**src/hdl/cdr_pkg.sv**
```systemverilog
// Constants and carrier types of the control and device_status register bank
package cdr_pkg;
	// Register addresses
	localparam logic [5:0] CDR_ADDR_NVM_CTRL = 6'h1c;
	localparam logic [5:0] CDR_ADDR_FS_CFG = 6'h1d;
	localparam logic [5:0] CDR_ADDR_STATUS = 6'h20;
	localparam logic [5:0] CDR_ADDR_BST_FAULT = 6'h36;
	localparam logic [5:0] CDR_ADDR_BST_LEVEL = 6'h37;
	localparam logic [5:0] CDR_ADDR_SUPPLY = 6'h3b;
	localparam logic [5:0] CDR_ADDR_DRV_TEMP = 6'h3c;
	// Memory access control fields
	localparam int CDR_NVM_IDX_LSB = 4;
	localparam int CDR_NVM_CMD_LSB = 0;
	localparam int CDR_NVM_ON_BIT = 3;
	localparam logic [3:0] CDR_CMD_ENABLE = 4'h8;
	localparam logic [3:0] CDR_CMD_READ = 4'h9;
	localparam logic [3:0] CDR_CMD_UNLOCK = 4'he;
	localparam logic [3:0] CDR_CMD_WRITE = 4'ha;
	// Fail-safe configuration fields
	localparam int CDR_FS_SWRST_BIT = 0;
	localparam int CDR_FS_GO_BIT = 1;
	localparam int CDR_FS_LEAVE_BIT = 2;
	localparam int CDR_FS_WDG_MODE_LSB = 3;
	localparam int CDR_FS_WDG_TO_LSB = 5;
	localparam int CDR_FS_FAILPIN_BIT = 9;
	// Device status fields
	localparam int CDR_ST_HARDRST_BIT = 0;
	localparam int CDR_ST_FSMODE_BIT = 1;
	localparam int CDR_ST_THWARN_BIT = 2;
	localparam int CDR_ST_THSHUT_BIT = 3;
	localparam int CDR_ST_FRAME_LSB = 4;
	localparam int CDR_ST_REJECT_BIT = 8;
	localparam int CDR_ST_SERR_BIT = 9;
	localparam int CDR_ST_NVMERR_BIT = 10;
	localparam int CDR_ST_TRIM_BIT = 11;
	// Converter fault fields
	localparam int CDR_BF_P1_ACT_BIT = 0;
	localparam int CDR_BF_P1_REG_LSB = 1;
	localparam int CDR_BF_P2_ACT_BIT = 3;
	localparam int CDR_BF_P2_REG_LSB = 4;
	localparam int CDR_BF_DRVUV_BIT = 9;
	localparam int CDR_BF_HWERR_BIT = 10;
	localparam int CDR_BF_FBFAIL_BIT = 11;
	localparam int CDR_BF_EXTCLK_BIT = 12;
	localparam int CDR_BF_OV_BIT = 13;
	localparam int CDR_BF_SKIP_BIT = 14;
	// Measurement fields
	localparam int CDR_MEAS_HI_LSB = 10;
	localparam int CDR_MEAS_LO_LSB = 0;

	typedef struct packed {
		logic wr;
		logic rd;
		logic [5:0] addr;
		logic [20:0] wdata;
	} cdr_req_type;

	typedef struct packed {
		logic frame_done;
		logic frame_error;
		logic nvm_cmd_refused;
		logic data_write_refused;
	} cdr_serial_in_type;

	typedef struct packed {
		logic thermal_shutdown;
		logic thermal_warning_flag;
		logic boost_error_summary;
		logic nvm_write_failure;
		logic nvm_read_check_failure;
		logic trim_check_error;
		logic boost_skip_cycle;
		logic boost_overvoltage;
		logic boost_ext_clock_fail;
		logic boost_feedback_fail;
		logic boost_hw_error;
		logic drive_supply_undervoltage;
		logic [1:0] phase2_regulation_state;
		logic phase2_active;
		logic [1:0] phase1_regulation_state;
		logic phase1_active;
		logic hard_reset_event;
	} cdr_status_in_type;

	typedef struct packed {
		logic [8:0] boost_output_sample;
		logic [8:0] battery_supply_sample;
		logic [8:0] internal_supply_sample;
		logic [8:0] gate_drive_supply_sample;
		logic [8:0] die_temperature_sample;
	} cdr_meas_type;

	typedef struct packed {
		logic [3:0] nvm_index;
		logic [3:0] nvm_cmd;
		logic nvm_read_go;
		logic nvm_write_go;
		logic failsafe_mode_flag;
		logic [1:0] failsafe_watchdog_timeout_sel;
		logic [1:0] failsafe_watchdog_mode_sel;
		logic boost_fault_to_fail_pin;
	} cdr_ctrl_type;

	typedef struct packed {
		cdr_ctrl_type ctrl;
		logic failure_out;
		logic hard_reset_flag;
		logic thermal_shutdown_flag;
		logic reject_flag;
		logic serial_error_flag;
		logic boost_skip_cycle_flag;
		logic boost_overvoltage_flag;
		logic [3:0] serial_frame_counter;
		logic [20:0] rd_data;
		logic rd_valid;
	} cdr_state_type;

	// Reset values
	localparam cdr_ctrl_type CDR_CTRL_RST = '0;
	localparam logic CDR_HWR_RST = 1'b1;
	localparam cdr_state_type CDR_STATE_RST = '{ctrl: CDR_CTRL_RST,
		hard_reset_flag: CDR_HWR_RST, default: '0};
endpackage : cdr_pkg

```
**src/hdl/cdr_regs.sv**
```systemverilog
// Control and device_status register bank of the boost LED driver
`timescale 1ns/10ps
`default_nettype none
module cdr_regs
	import cdr_pkg::*;
(
	input wire logic sys_clk,
	input wire logic nrst,
	input wire logic ce,
	input wire cdr_req_type req,
	input wire cdr_serial_in_type ser,
	input wire cdr_status_in_type sts,
	input wire cdr_meas_type meas,
	output var cdr_ctrl_type ctrl_out,
	output var logic failure_out,
	output var logic [20:0] rd_data,
	output var logic rd_valid
);
	cdr_state_type st_ff;
	cdr_state_type nxt_st;

	// Next state of the whole bank
	always_comb begin
		logic [20:0] rd_word;
		logic [3:0] new_cmd;
		rd_word = '0;
		new_cmd = req.wdata[CDR_NVM_CMD_LSB +: 4];
		nxt_st = st_ff;
		nxt_st.ctrl.nvm_read_go = 1'b0;
		nxt_st.ctrl.nvm_write_go = 1'b0;
		nxt_st.rd_valid = 1'b0;
		// Failure output follows the summary only when routed
		nxt_st.failure_out = st_ff.ctrl.boost_fault_to_fail_pin & sts.boost_error_summary;
		// Read multiplexer
		case (req.addr)
			CDR_ADDR_NVM_CTRL: begin
				rd_word[CDR_NVM_IDX_LSB +: 4] = st_ff.ctrl.nvm_index;
				rd_word[CDR_NVM_CMD_LSB +: 4] = st_ff.ctrl.nvm_cmd;
			end
			CDR_ADDR_FS_CFG: begin
				rd_word[CDR_FS_FAILPIN_BIT] = st_ff.ctrl.boost_fault_to_fail_pin;
				rd_word[CDR_FS_WDG_TO_LSB +: 2] = st_ff.ctrl.failsafe_watchdog_timeout_sel;
				rd_word[CDR_FS_WDG_MODE_LSB +: 2] = st_ff.ctrl.failsafe_watchdog_mode_sel;
			end
			CDR_ADDR_STATUS: begin
				rd_word[CDR_ST_TRIM_BIT] = sts.trim_check_error;
				rd_word[CDR_ST_NVMERR_BIT] = sts.nvm_write_failure | sts.nvm_read_check_failure;
				rd_word[CDR_ST_SERR_BIT] = st_ff.serial_error_flag;
				rd_word[CDR_ST_REJECT_BIT] = st_ff.reject_flag;
				rd_word[CDR_ST_FRAME_LSB +: 4] = st_ff.serial_frame_counter;
				rd_word[CDR_ST_THSHUT_BIT] = st_ff.thermal_shutdown_flag;
				rd_word[CDR_ST_THWARN_BIT] = sts.thermal_warning_flag;
				rd_word[CDR_ST_FSMODE_BIT] = st_ff.ctrl.failsafe_mode_flag;
				rd_word[CDR_ST_HARDRST_BIT] = st_ff.hard_reset_flag;
			end
			CDR_ADDR_BST_FAULT: begin
				rd_word[CDR_BF_SKIP_BIT] = st_ff.boost_skip_cycle_flag;
				rd_word[CDR_BF_OV_BIT] = st_ff.boost_overvoltage_flag;
				rd_word[CDR_BF_EXTCLK_BIT] = sts.boost_ext_clock_fail;
				rd_word[CDR_BF_FBFAIL_BIT] = sts.boost_feedback_fail;
				rd_word[CDR_BF_HWERR_BIT] = sts.boost_hw_error;
				rd_word[CDR_BF_DRVUV_BIT] = sts.drive_supply_undervoltage;
				rd_word[CDR_BF_P2_REG_LSB +: 2] = sts.phase2_regulation_state;
				rd_word[CDR_BF_P2_ACT_BIT] = sts.phase2_active;
				rd_word[CDR_BF_P1_REG_LSB +: 2] = sts.phase1_regulation_state;
				rd_word[CDR_BF_P1_ACT_BIT] = sts.phase1_active;
			end
			CDR_ADDR_BST_LEVEL: begin
				rd_word[CDR_MEAS_LO_LSB +: 9] = meas.boost_output_sample;
			end
			CDR_ADDR_SUPPLY: begin
				rd_word[CDR_MEAS_HI_LSB +: 9] = meas.battery_supply_sample;
				rd_word[CDR_MEAS_LO_LSB +: 9] = meas.internal_supply_sample;
			end
			CDR_ADDR_DRV_TEMP: begin
				rd_word[CDR_MEAS_HI_LSB +: 9] = meas.gate_drive_supply_sample;
				rd_word[CDR_MEAS_LO_LSB +: 9] = meas.die_temperature_sample;
			end
			default: begin
				rd_word = '0;
			end
		endcase
		// Read answer and clear-on-read of latched flags
		if (req.rd) begin
			nxt_st.rd_valid = 1'b1;
			nxt_st.rd_data = rd_word;
			if (req.addr == CDR_ADDR_STATUS) begin
				nxt_st.hard_reset_flag = 1'b0;
				nxt_st.thermal_shutdown_flag = 1'b0;
				nxt_st.reject_flag = 1'b0;
				nxt_st.serial_error_flag = 1'b0;
			end
			if (req.addr == CDR_ADDR_BST_FAULT) begin
				nxt_st.boost_skip_cycle_flag = 1'b0;
				nxt_st.boost_overvoltage_flag = 1'b0;
			end
		end
		// Register writes
		if (req.wr) begin
			case (req.addr)
				CDR_ADDR_NVM_CTRL: begin
					if (st_ff.ctrl.failsafe_mode_flag) begin
						nxt_st.reject_flag = 1'b1;
					end else if (new_cmd == CDR_CMD_WRITE && st_ff.ctrl.nvm_cmd != CDR_CMD_UNLOCK) begin
						nxt_st.reject_flag = 1'b1;
					end else begin
						nxt_st.ctrl.nvm_index = req.wdata[CDR_NVM_IDX_LSB +: 4];
						nxt_st.ctrl.nvm_cmd = new_cmd;
						nxt_st.ctrl.nvm_read_go = (new_cmd == CDR_CMD_READ);
						nxt_st.ctrl.nvm_write_go = (new_cmd == CDR_CMD_WRITE);
					end
				end
				CDR_ADDR_FS_CFG: begin
					if (req.wdata[CDR_FS_SWRST_BIT]) begin
						nxt_st.ctrl = CDR_CTRL_RST;
					end else begin
						nxt_st.ctrl.boost_fault_to_fail_pin = req.wdata[CDR_FS_FAILPIN_BIT];
						nxt_st.ctrl.failsafe_watchdog_timeout_sel =
							req.wdata[CDR_FS_WDG_TO_LSB +: 2];
						nxt_st.ctrl.failsafe_watchdog_mode_sel =
							req.wdata[CDR_FS_WDG_MODE_LSB +: 2];
						if (req.wdata[CDR_FS_LEAVE_BIT]) begin
							nxt_st.ctrl.failsafe_mode_flag = 1'b0;
						end
						if (req.wdata[CDR_FS_GO_BIT]) begin
							nxt_st.ctrl.failsafe_mode_flag = 1'b1;
						end
					end
				end
				default: begin
					nxt_st.ctrl = nxt_st.ctrl;
				end
			endcase
		end
		// Frame counter wraps at sixteen
		if (ser.frame_done) begin
			nxt_st.serial_frame_counter = st_ff.serial_frame_counter + 4'h1;
		end
		// Hardware events last, so a set beats a clear in the same cycle
		if (ser.frame_error) begin
			nxt_st.serial_error_flag = 1'b1;
		end
		if (ser.nvm_cmd_refused || ser.data_write_refused) begin
			nxt_st.reject_flag = 1'b1;
		end
		if (sts.thermal_shutdown) begin
			nxt_st.thermal_shutdown_flag = 1'b1;
		end
		if (sts.hard_reset_event) begin
			nxt_st.hard_reset_flag = 1'b1;
		end
		if (sts.boost_skip_cycle) begin
			nxt_st.boost_skip_cycle_flag = 1'b1;
		end
		if (sts.boost_overvoltage) begin
			nxt_st.boost_overvoltage_flag = 1'b1;
		end
	end

	// State register, frozen while the clock enable is low
	always_ff @(posedge sys_clk) begin
		if (!nrst) begin
			st_ff <= CDR_STATE_RST;
		end else if (ce) begin
			st_ff <= nxt_st;
		end
	end

	// Outputs straight from the state register
	assign ctrl_out = st_ff.ctrl;
	assign failure_out = st_ff.failure_out;
	assign rd_data = st_ff.rd_data;
	assign rd_valid = st_ff.rd_valid;

	// Checks on the register bank
	property p_nvm_fields;
		@(posedge sys_clk) disable iff (!nrst)
		(ce && req.wr && req.addr == CDR_ADDR_NVM_CTRL && !st_ff.ctrl.failsafe_mode_flag
			&& req.wdata[3:0] != CDR_CMD_WRITE)
		|=> (ctrl_out.nvm_index == $past(req.wdata[7:4])) && (ctrl_out.nvm_cmd == $past(req.wdata[3:0]));
	endproperty
	a_nvm_fields: assert property (p_nvm_fields) else $error("index or command not stored");

	property p_read_go;
		@(posedge sys_clk) disable iff (!nrst)
		(ce && req.wr && req.addr == CDR_ADDR_NVM_CTRL && !st_ff.ctrl.failsafe_mode_flag
			&& req.wdata[3:0] == CDR_CMD_READ)
		|=> ctrl_out.nvm_read_go && !ctrl_out.nvm_write_go;
	endproperty
	a_read_go: assert property (p_read_go) else $error("read command not issued");

	property p_write_locked;
		@(posedge sys_clk) disable iff (!nrst)
		(ce && req.wr && req.addr == CDR_ADDR_NVM_CTRL && req.wdata[3:0] == CDR_CMD_WRITE
			&& ctrl_out.nvm_cmd != CDR_CMD_UNLOCK)
		|=> !ctrl_out.nvm_write_go && st_ff.reject_flag;
	endproperty
	a_write_locked: assert property (p_write_locked) else $error("locked write not rejected");

	property p_fs_go;
		@(posedge sys_clk) disable iff (!nrst)
		(ce && req.wr && req.addr == CDR_ADDR_FS_CFG && req.wdata[1:0] == 2'h2)
		|=> ctrl_out.failsafe_mode_flag;
	endproperty
	a_fs_go: assert property (p_fs_go) else $error("fail-safe not entered");

	property p_fs_leave;
		@(posedge sys_clk) disable iff (!nrst)
		(ce && req.wr && req.addr == CDR_ADDR_FS_CFG && req.wdata[2:0] == 3'h4)
		|=> !ctrl_out.failsafe_mode_flag;
	endproperty
	a_fs_leave: assert property (p_fs_leave) else $error("fail-safe not left");

	property p_wdg_sel;
		@(posedge sys_clk) disable iff (!nrst)
		(ce && req.wr && req.addr == CDR_ADDR_FS_CFG && !req.wdata[0])
		|=> ctrl_out.failsafe_watchdog_timeout_sel == $past(req.wdata[6:5])
			&& ctrl_out.failsafe_watchdog_mode_sel == $past(req.wdata[4:3]);
	endproperty
	a_wdg_sel: assert property (p_wdg_sel) else $error("watchdog selects wrong");

	property p_fail_pin;
		@(posedge sys_clk) disable iff (!nrst)
		(ce && !ctrl_out.boost_fault_to_fail_pin) |=> !failure_out;
	endproperty
	a_fail_pin: assert property (p_fail_pin) else $error("failure output not gated");

	property p_status_word;
		@(posedge sys_clk) disable iff (!nrst)
		(ce && req.rd && req.addr == CDR_ADDR_STATUS)
		|=> rd_valid && rd_data[10] == $past(sts.nvm_write_failure | sts.nvm_read_check_failure)
			&& rd_data[11] == $past(sts.trim_check_error)
			&& rd_data[7:4] == $past(st_ff.serial_frame_counter);
	endproperty
	a_status_word: assert property (p_status_word) else $error("status word wrong");

	property p_serr_set;
		@(posedge sys_clk) disable iff (!nrst)
		(ce && ser.frame_error) |=> st_ff.serial_error_flag;
	endproperty
	a_serr_set: assert property (p_serr_set) else $error("serial error lost");

	property p_flag_hold;
		@(posedge sys_clk) disable iff (!nrst)
		(st_ff.thermal_shutdown_flag && !(ce && req.rd && req.addr == CDR_ADDR_STATUS))
		|=> st_ff.thermal_shutdown_flag;
	endproperty
	a_flag_hold: assert property (p_flag_hold) else $error("latched flag dropped");

	property p_frames;
		@(posedge sys_clk) disable iff (!nrst)
		(ce && ser.frame_done)
		|=> st_ff.serial_frame_counter == $past(st_ff.serial_frame_counter) + 4'h1;
	endproperty
	a_frames: assert property (p_frames) else $error("frame count wrong");

	property p_fault_word;
		@(posedge sys_clk) disable iff (!nrst)
		(ce && req.rd && req.addr == CDR_ADDR_BST_FAULT)
		|=> rd_data[5:3] == $past({sts.phase2_regulation_state, sts.phase2_active})
			&& rd_data[2:0] == $past({sts.phase1_regulation_state, sts.phase1_active})
			&& rd_data[12] == $past(sts.boost_ext_clock_fail);
	endproperty
	a_fault_word: assert property (p_fault_word) else $error("fault word wrong");

	property p_meas_word;
		@(posedge sys_clk) disable iff (!nrst)
		(ce && req.rd && req.addr == CDR_ADDR_SUPPLY)
		|=> rd_data[18:10] == $past(meas.battery_supply_sample)
			&& rd_data[8:0] == $past(meas.internal_supply_sample) && rd_data[9] == 1'b0;
	endproperty
	a_meas_word: assert property (p_meas_word) else $error("supply word wrong");

	property p_soft_reset;
		@(posedge sys_clk) disable iff (!nrst)
		(ce && req.wr && req.addr == CDR_ADDR_FS_CFG && req.wdata[0]) |=> ctrl_out == CDR_CTRL_RST;
	endproperty
	a_soft_reset: assert property (p_soft_reset) else $error("soft reset incomplete");

	property p_freeze;
		@(posedge sys_clk) disable iff (!nrst)
		(!ce && nrst) |=> st_ff == $past(st_ff);
	endproperty
	a_freeze: assert property (p_freeze) else $error("state moved while clock enable low");

	property p_write_go;
		@(posedge sys_clk) disable iff (!nrst)
		(ce && req.wr && req.addr == CDR_ADDR_NVM_CTRL && !ctrl_out.failsafe_mode_flag
			&& req.wdata[3:0] == CDR_CMD_WRITE && ctrl_out.nvm_cmd == CDR_CMD_UNLOCK)
		|=> ctrl_out.nvm_write_go && !ctrl_out.nvm_read_go && ctrl_out.nvm_cmd == CDR_CMD_WRITE;
	endproperty
	a_write_go: assert property (p_write_go) else $error("unlocked write not issued");

	property p_go_pulse;
		@(posedge sys_clk) disable iff (!nrst)
		(ce && !req.wr && (ctrl_out.nvm_read_go || ctrl_out.nvm_write_go))
		|=> !ctrl_out.nvm_read_go && !ctrl_out.nvm_write_go;
	endproperty
	a_go_pulse: assert property (p_go_pulse) else $error("memory strobe stretched");

	property p_fs_protect;
		@(posedge sys_clk) disable iff (!nrst)
		(ce && req.wr && req.addr == CDR_ADDR_NVM_CTRL && ctrl_out.failsafe_mode_flag)
		|=> st_ff.reject_flag && $stable(ctrl_out.nvm_cmd) && !ctrl_out.nvm_read_go;
	endproperty
	a_fs_protect: assert property (p_fs_protect) else $error("protected write taken");

	property p_refused_latch;
		@(posedge sys_clk) disable iff (!nrst)
		(ce && (ser.nvm_cmd_refused || ser.data_write_refused)) |=> st_ff.reject_flag;
	endproperty
	a_refused_latch: assert property (p_refused_latch) else $error("refusal not latched");

	property p_event_latch;
		@(posedge sys_clk) disable iff (!nrst)
		ce |=> (!$past(sts.thermal_shutdown) || st_ff.thermal_shutdown_flag)
			&& (!$past(sts.hard_reset_event) || st_ff.hard_reset_flag)
			&& (!$past(sts.boost_skip_cycle) || st_ff.boost_skip_cycle_flag)
			&& (!$past(sts.boost_overvoltage) || st_ff.boost_overvoltage_flag);
	endproperty
	a_event_latch: assert property (p_event_latch) else $error("event not latched");

	property p_level_word;
		@(posedge sys_clk) disable iff (!nrst)
		(ce && req.rd && req.addr == CDR_ADDR_BST_LEVEL)
		|=> rd_valid && rd_data == {12'h0, $past(meas.boost_output_sample)};
	endproperty
	a_level_word: assert property (p_level_word) else $error("boost level word wrong");

	property p_drive_word;
		@(posedge sys_clk) disable iff (!nrst)
		(ce && req.rd && req.addr == CDR_ADDR_DRV_TEMP)
		|=> rd_data == {2'h0, $past(meas.gate_drive_supply_sample), 1'h0,
			$past(meas.die_temperature_sample)};
	endproperty
	a_drive_word: assert property (p_drive_word) else $error("drive word wrong");

	property p_status_flags;
		@(posedge sys_clk) disable iff (!nrst)
		(ce && req.rd && req.addr == CDR_ADDR_STATUS)
		|=> rd_data[9:8] == $past({st_ff.serial_error_flag, st_ff.reject_flag})
			&& rd_data[3] == $past(st_ff.thermal_shutdown_flag)
			&& rd_data[0] == $past(st_ff.hard_reset_flag) && rd_data[20:12] == 9'h0;
	endproperty
	a_status_flags: assert property (p_status_flags) else $error("status flags wrong");

	property p_read_clear;
		@(posedge sys_clk) disable iff (!nrst)
		(ce && req.rd && req.addr == CDR_ADDR_STATUS && !ser.frame_error)
		|=> !st_ff.serial_error_flag;
	endproperty
	a_read_clear: assert property (p_read_clear) else $error("flag kept after read");

	property p_fail_route;
		@(posedge sys_clk) disable iff (!nrst)
		(ce && ctrl_out.boost_fault_to_fail_pin) |=> failure_out == $past(sts.boost_error_summary);
	endproperty
	a_fail_route: assert property (p_fail_route) else $error("boost error not routed");

	// Main scenarios
	c_unlock_write: cover property (@(posedge sys_clk) disable iff (!nrst) ctrl_out.nvm_write_go);
	c_fs_enter: cover property (@(posedge sys_clk) disable iff (!nrst)
		!ctrl_out.failsafe_mode_flag ##1 ctrl_out.failsafe_mode_flag);
	c_status_read: cover property (@(posedge sys_clk) disable iff (!nrst) rd_valid && rd_data[9]);
	c_fail_out: cover property (@(posedge sys_clk) disable iff (!nrst) failure_out);
endmodule : cdr_regs
`default_nettype wire

```
**config.mk**
```make
export PLATFORM = sky130hd
export DESIGN_NAME = cdr_regs
export DESIGN_NICKNAME = d
export VERILOG_FILES = /design/src/hdl/cdr_pkg.sv /design/src/hdl/cdr_regs.sv
export SDC_FILE = /design/constraint.sdc
export NUM_CORES = 1
export LEC_CHECK = 0
export ABC_AREA = 1
export BUFFER_PORTS_ARGS = -buffer_cell sky130_fd_sc_hd__buf_4
export CAP_MARGIN = 20
export CORE_MARGIN = 1
export CORE_UTILIZATION = 47
export CTS_CLUSTER_SIZE = 8
export DETAILED_ROUTE_END_ITERATION = 6
export HOLD_SLACK_MARGIN = 0.02
export PLACE_DENSITY = 0.81
export SLEW_MARGIN = 20
export SYNTH_ARGS = -nofsm -noshare
export SYNTH_HDL_FRONTEND = slang
export SYNTH_SLANG_ARGS = --single-unit
```
**constraint.sdc**
```tcl
create_clock -name sys_clk -period 3.5 [get_ports sys_clk]
set_input_delay 0.7 -clock sys_clk [delete_from_list [all_inputs] [get_ports sys_clk]]
set_output_delay 0.7 -clock sys_clk [all_outputs]
set_load 0.02 [all_outputs]
```
==> results of run 1 <==
[critical path, stage by stage]
cell      delay (ns)
buf_4           0.16
nand2_1         0.07
buf_4           0.22
clkinv_1        0.59
nand2_1         0.36
nand2_1         0.09
a31oi_1         0.16
[final cells by class]
type | count | area share (%)
clock buffers | 5 | 1.86
clock inverters | 3 | 1.25
inverters | 37 | 3.83
multi-input cells | 306 | 39.7
flip-flops and latches | 47 | 25.5
well taps | 75 | 2.54
repair buffers | 125 | 25.4
[state kept, by name, summed over array words and instances (netlist names)]
| signal | cells |
|---|---|
| ctrl_out | 16 |
| st_ff | 10 |
| rd_valid | 1 |
| rd_data | 19 |
| failure_out | 1 |
[cells by family after synthesis]
group / count (synthesis) / share of synthesized area [%]
and+or+nand+nor: 232 / 36.6
buffers and inverters: 86 / 17.2
AOI/OAI and AO/OA: 71 / 13.2
DFF: 47 / 32.4
adders and majority gates: 1 / 0.431
other: 1 / 0.129
[routing by layer]
metal | GRT usage [%] | routed length (um)
met5 | 0 | 0
met3 | 6.25 | 852
met4 | 7.50 | 151
met1 | 33.5 | 3570
met2 | 45.1 | 4050
[power by group]
group	leakage [nW]	total, mW	internal (mW)	switching (mW)
logic	1.30	0.199	0.0949	0.104
registers	0.382	0.558	0.549	0.00893
clock network	0.0548	0.416	0.215	0.201
[worst paths after layout]
check                                           endpoint  slack [ns]  cells after the start
worst min-delay path              st_ff[31]$_SDFFE_PN1P_        0.47                      2
worst max register to register  ctrl_out[9]$_SDFFE_PN0P_        2.21                      7
worst min register to register    st_ff[31]$_SDFFE_PN1P_        0.47                      2
worst max-delay path              st_ff[29]$_SDFFE_PN0P_        1.37                      7
[cell usage after synthesis (all sizes together)]
| master | n |
|---|---|
| nand2 | 104 |
| nor2 | 62 |
| nand3 | 53 |
| dfxtp | 47 |
| buf | 44 |
| inv | 35 |
| a21oi | 31 |
| o21ai | 31 |
| nand4 | 11 |
| a31oi | 5 |
| clkbuf | 5 |
| clkinv | 2 |
| nor3 | 2 |
| conb | 1 |
| ha | 1 |
| o2111ai | 1 |
| o211a | 1 |
| o21a | 1 |
| o31ai | 1 |
[placed cells by master, fill, tap and decap left out, types with 2 or more instances in the layout]
cell type  Yosys  routed
a21oi_2        2       2
clkinv_1       2       2
conb_1         1       2
nor2_4         5       5
nor3_1         2       2
inv_1         29      29
clkbuf_8       0       5
nor2_1        51      51
nand2_1       96      96
nand3_1       52      52
a21oi_1       29      29
a31oi_1        5       5
inv_2          5       5
dfxtp_1       47      47
nand2_2        6       6
nand2_4        2       2
buf_4         40     125
nand4_1       11      11
nor2_2         6       6
o21ai_0       30      30
==> results by group, run 1 <==
Global route
  • GRT Util Overall: 26.7%
  • Largest net degree at the start of global routing: 29
  • Congestion Overflow GR: 0
  • Vias in the first global route: around 2900
  • Antenna violations before repair: 0
  • First-pass GRT wire length: approximately 13 mm

Finish
  • Layout cells sized above 1: ~31%
  • Fin cells: 598
  • Register Area: approximately 940 um2
  • Final Util: a little over three fifths
  • Fin area: 0.00369 mm2
  • NumNets Final: approximately 620
  • P&R area growth vs syn: 27.3%
  • Fill count: 559
  • # diodes: 0
  • Multi-input logic area: approximately 0.0015 mm2

Timing
  • Period utilization: 60.9%
  • Slew Viols, Final: 0
  • Minimum clock period after layout: 2.13 ns
  • Final hold vios: 0
  • Final setup margin: around 1.4 ns
  • Worst hold slack: about 0.47 ns
  • Max Freq: approximately 470 MHz
  • RSZ-0062 raised after global routing: false
  • Worst slew pin tran: between 0.8 and 0.9 ns
  • Clock Skew: 0.00760 ns
  • Final Setup Violations: 0
  • Rel. slew slack: approximately 46%
  • Fin Setup TNS: 0 ns

Clock network
  • Hold-fix buffers, CTS: 0
  • CTS resizes: 0
  • CTS max path bufs: 2
  • TritonCTS clock tree: done
  • Postcts setup bufs: 0
  • Root Driver: clkbuf_8
  • Clock slew at reported path FFs: 0.09 ns
  • TritonCTS Sinks: 47
  • CTS buffer count: 5
  • Worst-Skew Late Latency: between 0.3 and 0.4 ns
  • H-Tree Depth: 2

Synthesis
  • Register area share after synthesis: ~32%
  • Post-synth top area cell: dfxtp_1
  • Mapped Cells: 438
  • Yosys cell types: 31
  • Synthesized area: between 0.002 and 0.003 mm2
  • Total number of yosys warnings: 0
  • Syn avg cell area: roughly 6.6 um2
  • Area contributors post-synth: dfxtp_1, nand2_1, buf_4, nand3_1, nor2_1
  • Synth top area share: between 30% and 40%
  • Yosys reg bits: 47

Placement
  • Dpl ws: around 1.1 ns
  • Area of placed instances: 0.00358 mm2
  • Port bufs: 124
  • Placed cell count: between 500 and 600
  • Final HPWL DP: roughly 6.5 mm
  • Routability Congestion: just over 0.9

Drt
  • Total Wirelength: about 8.6 mm
  • Router iterations before antenna repair: 5
  • Drt wl/cell: approximately 14 um
  • # DRC: 0
  • Vias per cell: around 5.3
  • Antenna viol nets, final: 0
  • Via count: 3187
  • Initial DRC Count: 266

Floorplan
  • Die span in x: around 81 um
  • Core area: a little under 0.006 mm2
  • Die area: 0.00649 mm2
  • Initial Util: about half
  • IO Pins: approximately 140
  • Vert. Die Dim: 80.6 um
  • Rows: 28

Flow run
  • Maximum Capacitance Violations: 0

Run status
  • Status: complete, no violations

Worst hold path
  • HP Class: register to register
  • Min-delay src: st_ff[31]$_SDFFE_PN1P_

Critical path
  • Critical Path Start: ce
  • Crit path required time: between 3 and 4 ns
  • Critical R2R Launch: ctrl_out[10]$_SDFFE_PN0P_
  • CP max FO: 28
  • Crit start category: primary input
  • Crit end category: register
  • Critical Path AT: around 2.4 ns
  • WS Path Type: primary input to register

Pwr
  • Power per cell area: roughly 320 mW/mm2
  • Worst vdd ir: approximately 0.25 mV
  • Cell leakage power: around 1.7 nW
  • Final Power: 1.17 mW
Note: power is estimated with default switching activity, not from simulation.
==> run 2: changes to the inputs <==
--- a/config.mk
+++ b/config.mk
@@ -9,11 +9,11 @@
 export BUFFER_PORTS_ARGS = -buffer_cell sky130_fd_sc_hd__buf_4
 export CAP_MARGIN = 20
 export CORE_MARGIN = 1
-export CORE_UTILIZATION = 47
+export CORE_UTILIZATION = 42
 export CTS_CLUSTER_SIZE = 8
 export DETAILED_ROUTE_END_ITERATION = 6
 export HOLD_SLACK_MARGIN = 0.02
-export PLACE_DENSITY = 0.81
+export PLACE_DENSITY = 0.77
 export SLEW_MARGIN = 20
 export SYNTH_ARGS = -nofsm -noshare
 export SYNTH_HDL_FRONTEND = slang
==> constraint.sdc (replaced) <==
create_clock -name sys_clk -period 1.8 [get_ports sys_clk]
set_input_delay 0.36 -clock sys_clk [delete_from_list [all_inputs] [get_ports sys_clk]]
set_output_delay 0.36 -clock sys_clk [all_outputs]
set_load 0.02 [all_outputs]
==> run 2 against run 1 <==
- clock skew is 0.0043 ns higher
- register-to-register slack got worse by 1.8 ns
- combinational power is 110% higher
- global-route usage decreased by 1.4 points
- clock power up 65%
- flip-flop and latch count stayed put
- critical endpoint is now ctrl_out[9]$_SDFFE_PN0P_
==> results by group, run 2 (synthesis results as in run 1) <==
Drt
  • Router iterations before antenna repair: 4
  • Via count: 3209
  • # DRC: 0
  • Vias per cell: 5.26
  • Drt wl/cell: around 15 um
  • Total Wirelength: ~9.0 mm
  • Antenna viol nets, final: 0
  • Initial DRC Count: between 200 and 300

Clock network
  • Worst-Skew Late Latency: 0.30 ns
  • CTS max path bufs: 2
  • Root Driver: clkbuf_8
  • CTS resizes: 0
  • TritonCTS Sinks: 47
  • TritonCTS clock tree: done
  • CTS buffer count: 5
  • Clock slew at reported path FFs: approximately 0.10 ns
  • H-Tree Depth: 2
  • Postcts setup bufs: 0
  • Hold-fix buffers, CTS: 0

Placement
  • Final HPWL DP: 6.98 mm
  • Dpl ws: approximately 0.15 ns
  • Port bufs: 124
  • Routability Congestion: between 0.9 and 1

Finish
  • NumNets Final: approximately 630
  • # diodes: 0
  • Layout cells sized above 1: a little under a third
  • Commonest non-fill, non-tap cells in the layout: buf_4, nand2_1, nand3_1, nor2_1, dfxtp_1
  • Final Util: approximately 58%
  • Most common cell after layout, fill and taps aside: buf_4
  • P&R area growth vs syn: 29.8%
  • Max reg flops: 19

Global route
  • First-pass GRT wire length: ~14 mm
  • GRT Util Overall: 25.3%
  • Congestion Overflow GR: 0
  • Vias in the first global route: a little under 3000
  • Largest net degree at the start of global routing: 24
  • Antenna violations before repair: 0

Worst hold path
  • Hold Path Sink: st_ff[31]$_SDFFE_PN1P_
  • HP Class: primary input to register
  • Min-delay src: sts[0]
  • Hold Crit Depth: 3

Run status
  • Status: complete, no violations

Timing
  • Final setup margin: 0.380 ns
  • Minimum clock period after layout: roughly 1.4 ns
  • Final hold vios: 0
  • Max Freq: between 700 and 800 MHz
  • Final Setup Violations: 0
  • RSZ-0062 raised after global routing: false
  • Slew Viols, Final: 0
  • Period utilization: roughly four fifths
  • Clock Skew: approximately 0.012 ns
  • Fin Setup TNS: 0 ns

Critical path
  • Critical R2R Launch: ctrl_out[8]$_SDFFE_PN0P_
  • FF-to-FF path depth: 8
  • WS Path Type: register to register
  • Crit end category: register
  • CP max FO: 10
  • Crit start category: register
  • Flop2flop setup slack: about 0.38 ns
  • RR Endpoint: ctrl_out[9]$_SDFFE_PN0P_
  • Critical Path AT: roughly 1.6 ns
  • Crit path required time: roughly 2.0 ns

Floorplan
  • Initial Util: ~45%
  • Die span in x: between 80 and 90 um
  • Rows: 29
  • Core area: 0.00649 mm2
  • IO Pins: roughly 140
  • Die area: just over 0.007 mm2
  • Vert. Die Dim: ~85 um

Flow run
  • Maximum Capacitance Violations: 0

Pwr
  • Cell leakage power: around 1.8 nW
  • Worst vdd ir: 0.331 mV
  • Final Power: 2.18 mW
  • Power per cell area: around 580 mW/mm2
[run 2: worst max path at each step]
stage | slack, ns | endpoint | cells after the start | startpoint
CTS | 0.41 | ctrl_out[9]$_SDFFE_PN0P_ | 8 | ctrl_out[8]$_SDFFE_PN0P_
global route | 0.20 | ctrl_out[9]$_SDFFE_PN0P_ | 8 | ctrl_out[8]$_SDFFE_PN0P_
global placement | 0.19 | st_ff[29]$_SDFFE_PN0P_ | 7 | req[21]
floorplan | 0.47 | ctrl_out[11]$_SDFFE_PN0P_ | 8 | ce
finish | 0.38 | ctrl_out[9]$_SDFFE_PN0P_ | 8 | ctrl_out[8]$_SDFFE_PN0P_
detailed placement | 0.15 | st_ff[29]$_SDFFE_PN0P_ | 7 | req[21]
[run 2: routing by layer]
metal  track usage [%]  vias to the layer above  part of all wire (%)
met5                 0                        -                     0
met4              4.62                        0                  0.52
met3              5.25                        6                   8.1
met2              41.4                      153                    47
met1              34.6                     1470                    45
li1                  -                     1580                     -
[run 2: report_power, final]
| part | internal [mW] | switching, mW |
|---|---|---|
| combinational | 0.201 | 0.212 |
| clock | 0.316 | 0.370 |
| sequential | 1.07 | 0.0175 |
| total | 1.58 | 0.600 |
[run 2: critical path, stage by stage, from the launching register on]
cell and delay (ns):
dfxtp_1 0.33, inv_1 0.11, nand4_1 0.14, nand2_1 0.12
nand2_1 0.08, nand2_2 0.08, nand2_4 0.09, o21ai_0 0.28
nor2_1 0.06
[run 2: per-stage QoR]
| step | hold WS [ns] | cell area [um2] | cells |
|---|---|---|---|
| after floorplan | 0.419 | 2910 | 439 |
| after global placement | 0.450 | 3670 | 602 |
| after detailed placement | 0.440 | 3670 | 602 |
| after CTS | 0.264 | 3760 | 610 |
| after global routing | 0.263 | 3760 | 610 |
| final | 0.271 | 3760 | 610 |
[run 2: area by class of cell]
cell class | instances | area [um2]
clock inverters | 1 | 8.76
multi-input cells | 306 | 1470
well taps | 77 | 96.3
flip-flops and latches | 47 | 941
fillers | 634 | 2730
inverters | 37 | 141
clock buffers | 7 | 86.3
repair buffers | 135 | 1030
==> run 3: changes to the inputs <==
==> constraint.sdc (replaced) <==
create_clock -name sys_clk -period 1.14 [get_ports sys_clk]
set_input_delay 0.228 -clock sys_clk [delete_from_list [all_inputs] [get_ports sys_clk]]
set_output_delay 0.228 -clock sys_clk [all_outputs]
set_load 0.02 [all_outputs]
==> run 3 against run 2 <==
- the run now ends with negative setup slack left
- core utilization grew 9.1 points
- design area is 16% higher
- maximum frequency rose by 8.1%
- clock skew is 0.0086 ns lower
- first-iteration DRC count decreased by 33%
- global-route usage up 2.3 points
- die area did not move
- clock-buffer cell count down 2
- sequential power rose by 58%
- hold slack lost 0.13 ns
- combinational power up 85%
- largest cell class unchanged
==> results by group, run 3 (synthesis results as in run 1) <==
Critical path
  • Crit end category: register
  • CP max FO: 7
  • Critical Path AT: around 1.6 ns
  • WS Path Type: register to register
  • Crit start category: register
  • Crit path required time: 1.38 ns

Floorplan
  • Vert. Die Dim: 85.1 um
  • Die span in x: 85.1 um
  • Die area: between 0.007 and 0.008 mm2
  • IO Pins: about 140
  • Core area: approximately 0.0065 mm2
  • Rows: 29
  • Initial Util: between 40% and 50%

Pwr
  • Switching share of power: about a quarter
  • Switching pwr: 0.995 mW
  • Clock share of power: between 30% and 40%
  • Internal power: 2.73 mW
  • Cell leakage power: between 2 and 2.5 nW
  • Combinational fraction of design power: between 20% and 30%
  • Sequential Power Share: between 40 and 50%
  • Power per cell area: between 800 and 900 mW/mm2
  • Worst vdd ir: ~0.47 mV

Drt
  • Antenna viol nets, final: 0
  • Via count: between 3000 and 4000
  • Router iterations before antenna repair: 5
  • Vias per cell: between 5 and 6
  • Wl on met1: just over 4 mm
  • Drt wl/cell: 15.3 um
  • Total Wirelength: a little over 10 mm
  • Detail Route met2 WL: around 4.9 mm
  • Initial DRC Count: 181
  • Wire length on met3: between 800 and 900 um
  • # DRC: 0
  • Top Layer Used: met4

Clock network
  • Worst-Skew Late Latency: 0.31 ns
  • H-Tree Depth: 2
  • Root Driver: clkbuf_8
  • CTS max path bufs: 2
  • Hold-fix buffers, CTS: 0
  • TritonCTS Sinks: 47
  • CTS buffer count: 5
  • TritonCTS clock tree: done
  • Clock slew at reported path FFs: 0.09 ns

Finish
  • NumNets Final: roughly 690
  • P&R area growth vs syn: 50.2%
  • # diodes: 0
  • Fin area: around 0.0044 mm2
  • Layout cells sized above 1: about 42%
  • Commonest non-fill, non-tap cells in the layout: buf_4, nand2_1, nand3_1, nor2_1, dfxtp_1
  • Final Util: between 60% and 70%
  • Fin cells: 663
  • Most common cell after layout, fill and taps aside: buf_4
  • Max reg flops: 19

Timing
  • Max Freq: 761 MHz
  • Slew Viols, Final: 0
  • Period utilization: 115%
  • Final hold vios: 0
  • RSZ-0062 raised after global routing: true
  • Worst hold slack: 0.141 ns
  • Clock Skew: about 0.0034 ns
  • Final setup margin: -0.174 ns
  • Minimum clock period after layout: 1.31 ns
  • Final Setup Violations: 11

Global route
  • Congestion Overflow GR: 0
  • Antenna violations before repair: 0
  • First-pass GRT wire length: between 15 and 20 mm
  • GRT Util Overall: about 28%
  • Vias in the first global route: approximately 3400
  • Largest net degree at the start of global routing: 23

Placement
  • Area of placed instances: a little over 0.004 mm2
  • Dpl ws: -0.270 ns
  • Routability Congestion: between 0.9 and 1
  • Port bufs: approximately 120
  • Placed cell count: 651
  • Final HPWL DP: just under 8 mm

Run status
  • Status: complete, but fails checks
  • Failing checks: negative setup slack

Flow run
  • Maximum Capacitance Violations: 0

Worst hold path
  • HP Class: primary input to register
run 3: path summary, 6_finish.rpt:
| kind | startpoint | end | slack, ns | depth (start not counted) |
|---|---|---|---|---|
| max reg2reg | ctrl_out[8]$_SDFFE_PN0P_ | ctrl_out[13]$_SDFFE_PN0P_ | -0.17 | 9 |
| max | ctrl_out[8]$_SDFFE_PN0P_ | ctrl_out[13]$_SDFFE_PN0P_ | -0.17 | 9 |
| min reg2reg | rd_data[11]$_SDFFE_PN0P_ | rd_data[11]$_SDFFE_PN0P_ | 0.47 | 2 |
| min | sts[0] | st_ff[31]$_SDFFE_PN1P_ | 0.14 | 3 |
run 3: power by group through the flow:
stage / Combinational, mW / Sequential, mW / Clock (mW)
3_3_place_gp: 0.723 / 1.75 / 0
5_1_grt: 0.824 / 1.72 / 1.30
4_1_cts: 0.745 / 1.71 / 1.24
3_5_place_dp: 0.735 / 1.75 / 0
2_1_floorplan: 0.300 / 1.75 / 0
6_report: 0.767 / 1.72 / 1.24
run 3: final cells by class:
cell class	instances	area [um2]
clock inverter	2	37.5
inverter	37	150
tap	77	96.3
clock buffer	5	68.8
fill	559	2140
multi-input combinational	307	1590
timing repair buffer	188	1470
sequential	47	947
run 3: timing repair:
item	4_1_cts	5_1_grt
endpoints found under the setup margin	12	18
gates cloned	1	0
endpoints found under the hold margin	0	0
gates resized for setup	19	32
setup buffers	3	2
pin swaps	13	10
run 3: worst max-delay path: stages, from the launching register on:
cell	delay (ns)
dfxtp_2	0.33
inv_2	0.05
nand4_1	0.17
nand2_2	0.15
nand2_2	0.09
nand2_4	0.12
nand2_8	0.08
inv_6	0.09
nor2_1	0.05
nor2_1	0.11
run 3: stage by stage:
stage          power [mW]  setup TNS, ns
2_1_floorplan        2.05       -0.00520
3_3_place_gp         2.47          -6.17
3_5_place_dp         2.49          -7.44
4_1_cts              3.70         -0.481
5_1_grt              3.85          -2.20
6_report             3.72          -1.34
run 3: routing by layer:
layer,up-vias,track usage (%)
met2,183,49.6
met1,1548,32.1
li1,1697,-
met3,28,5.06
met4,0,10.9
met5,-,0
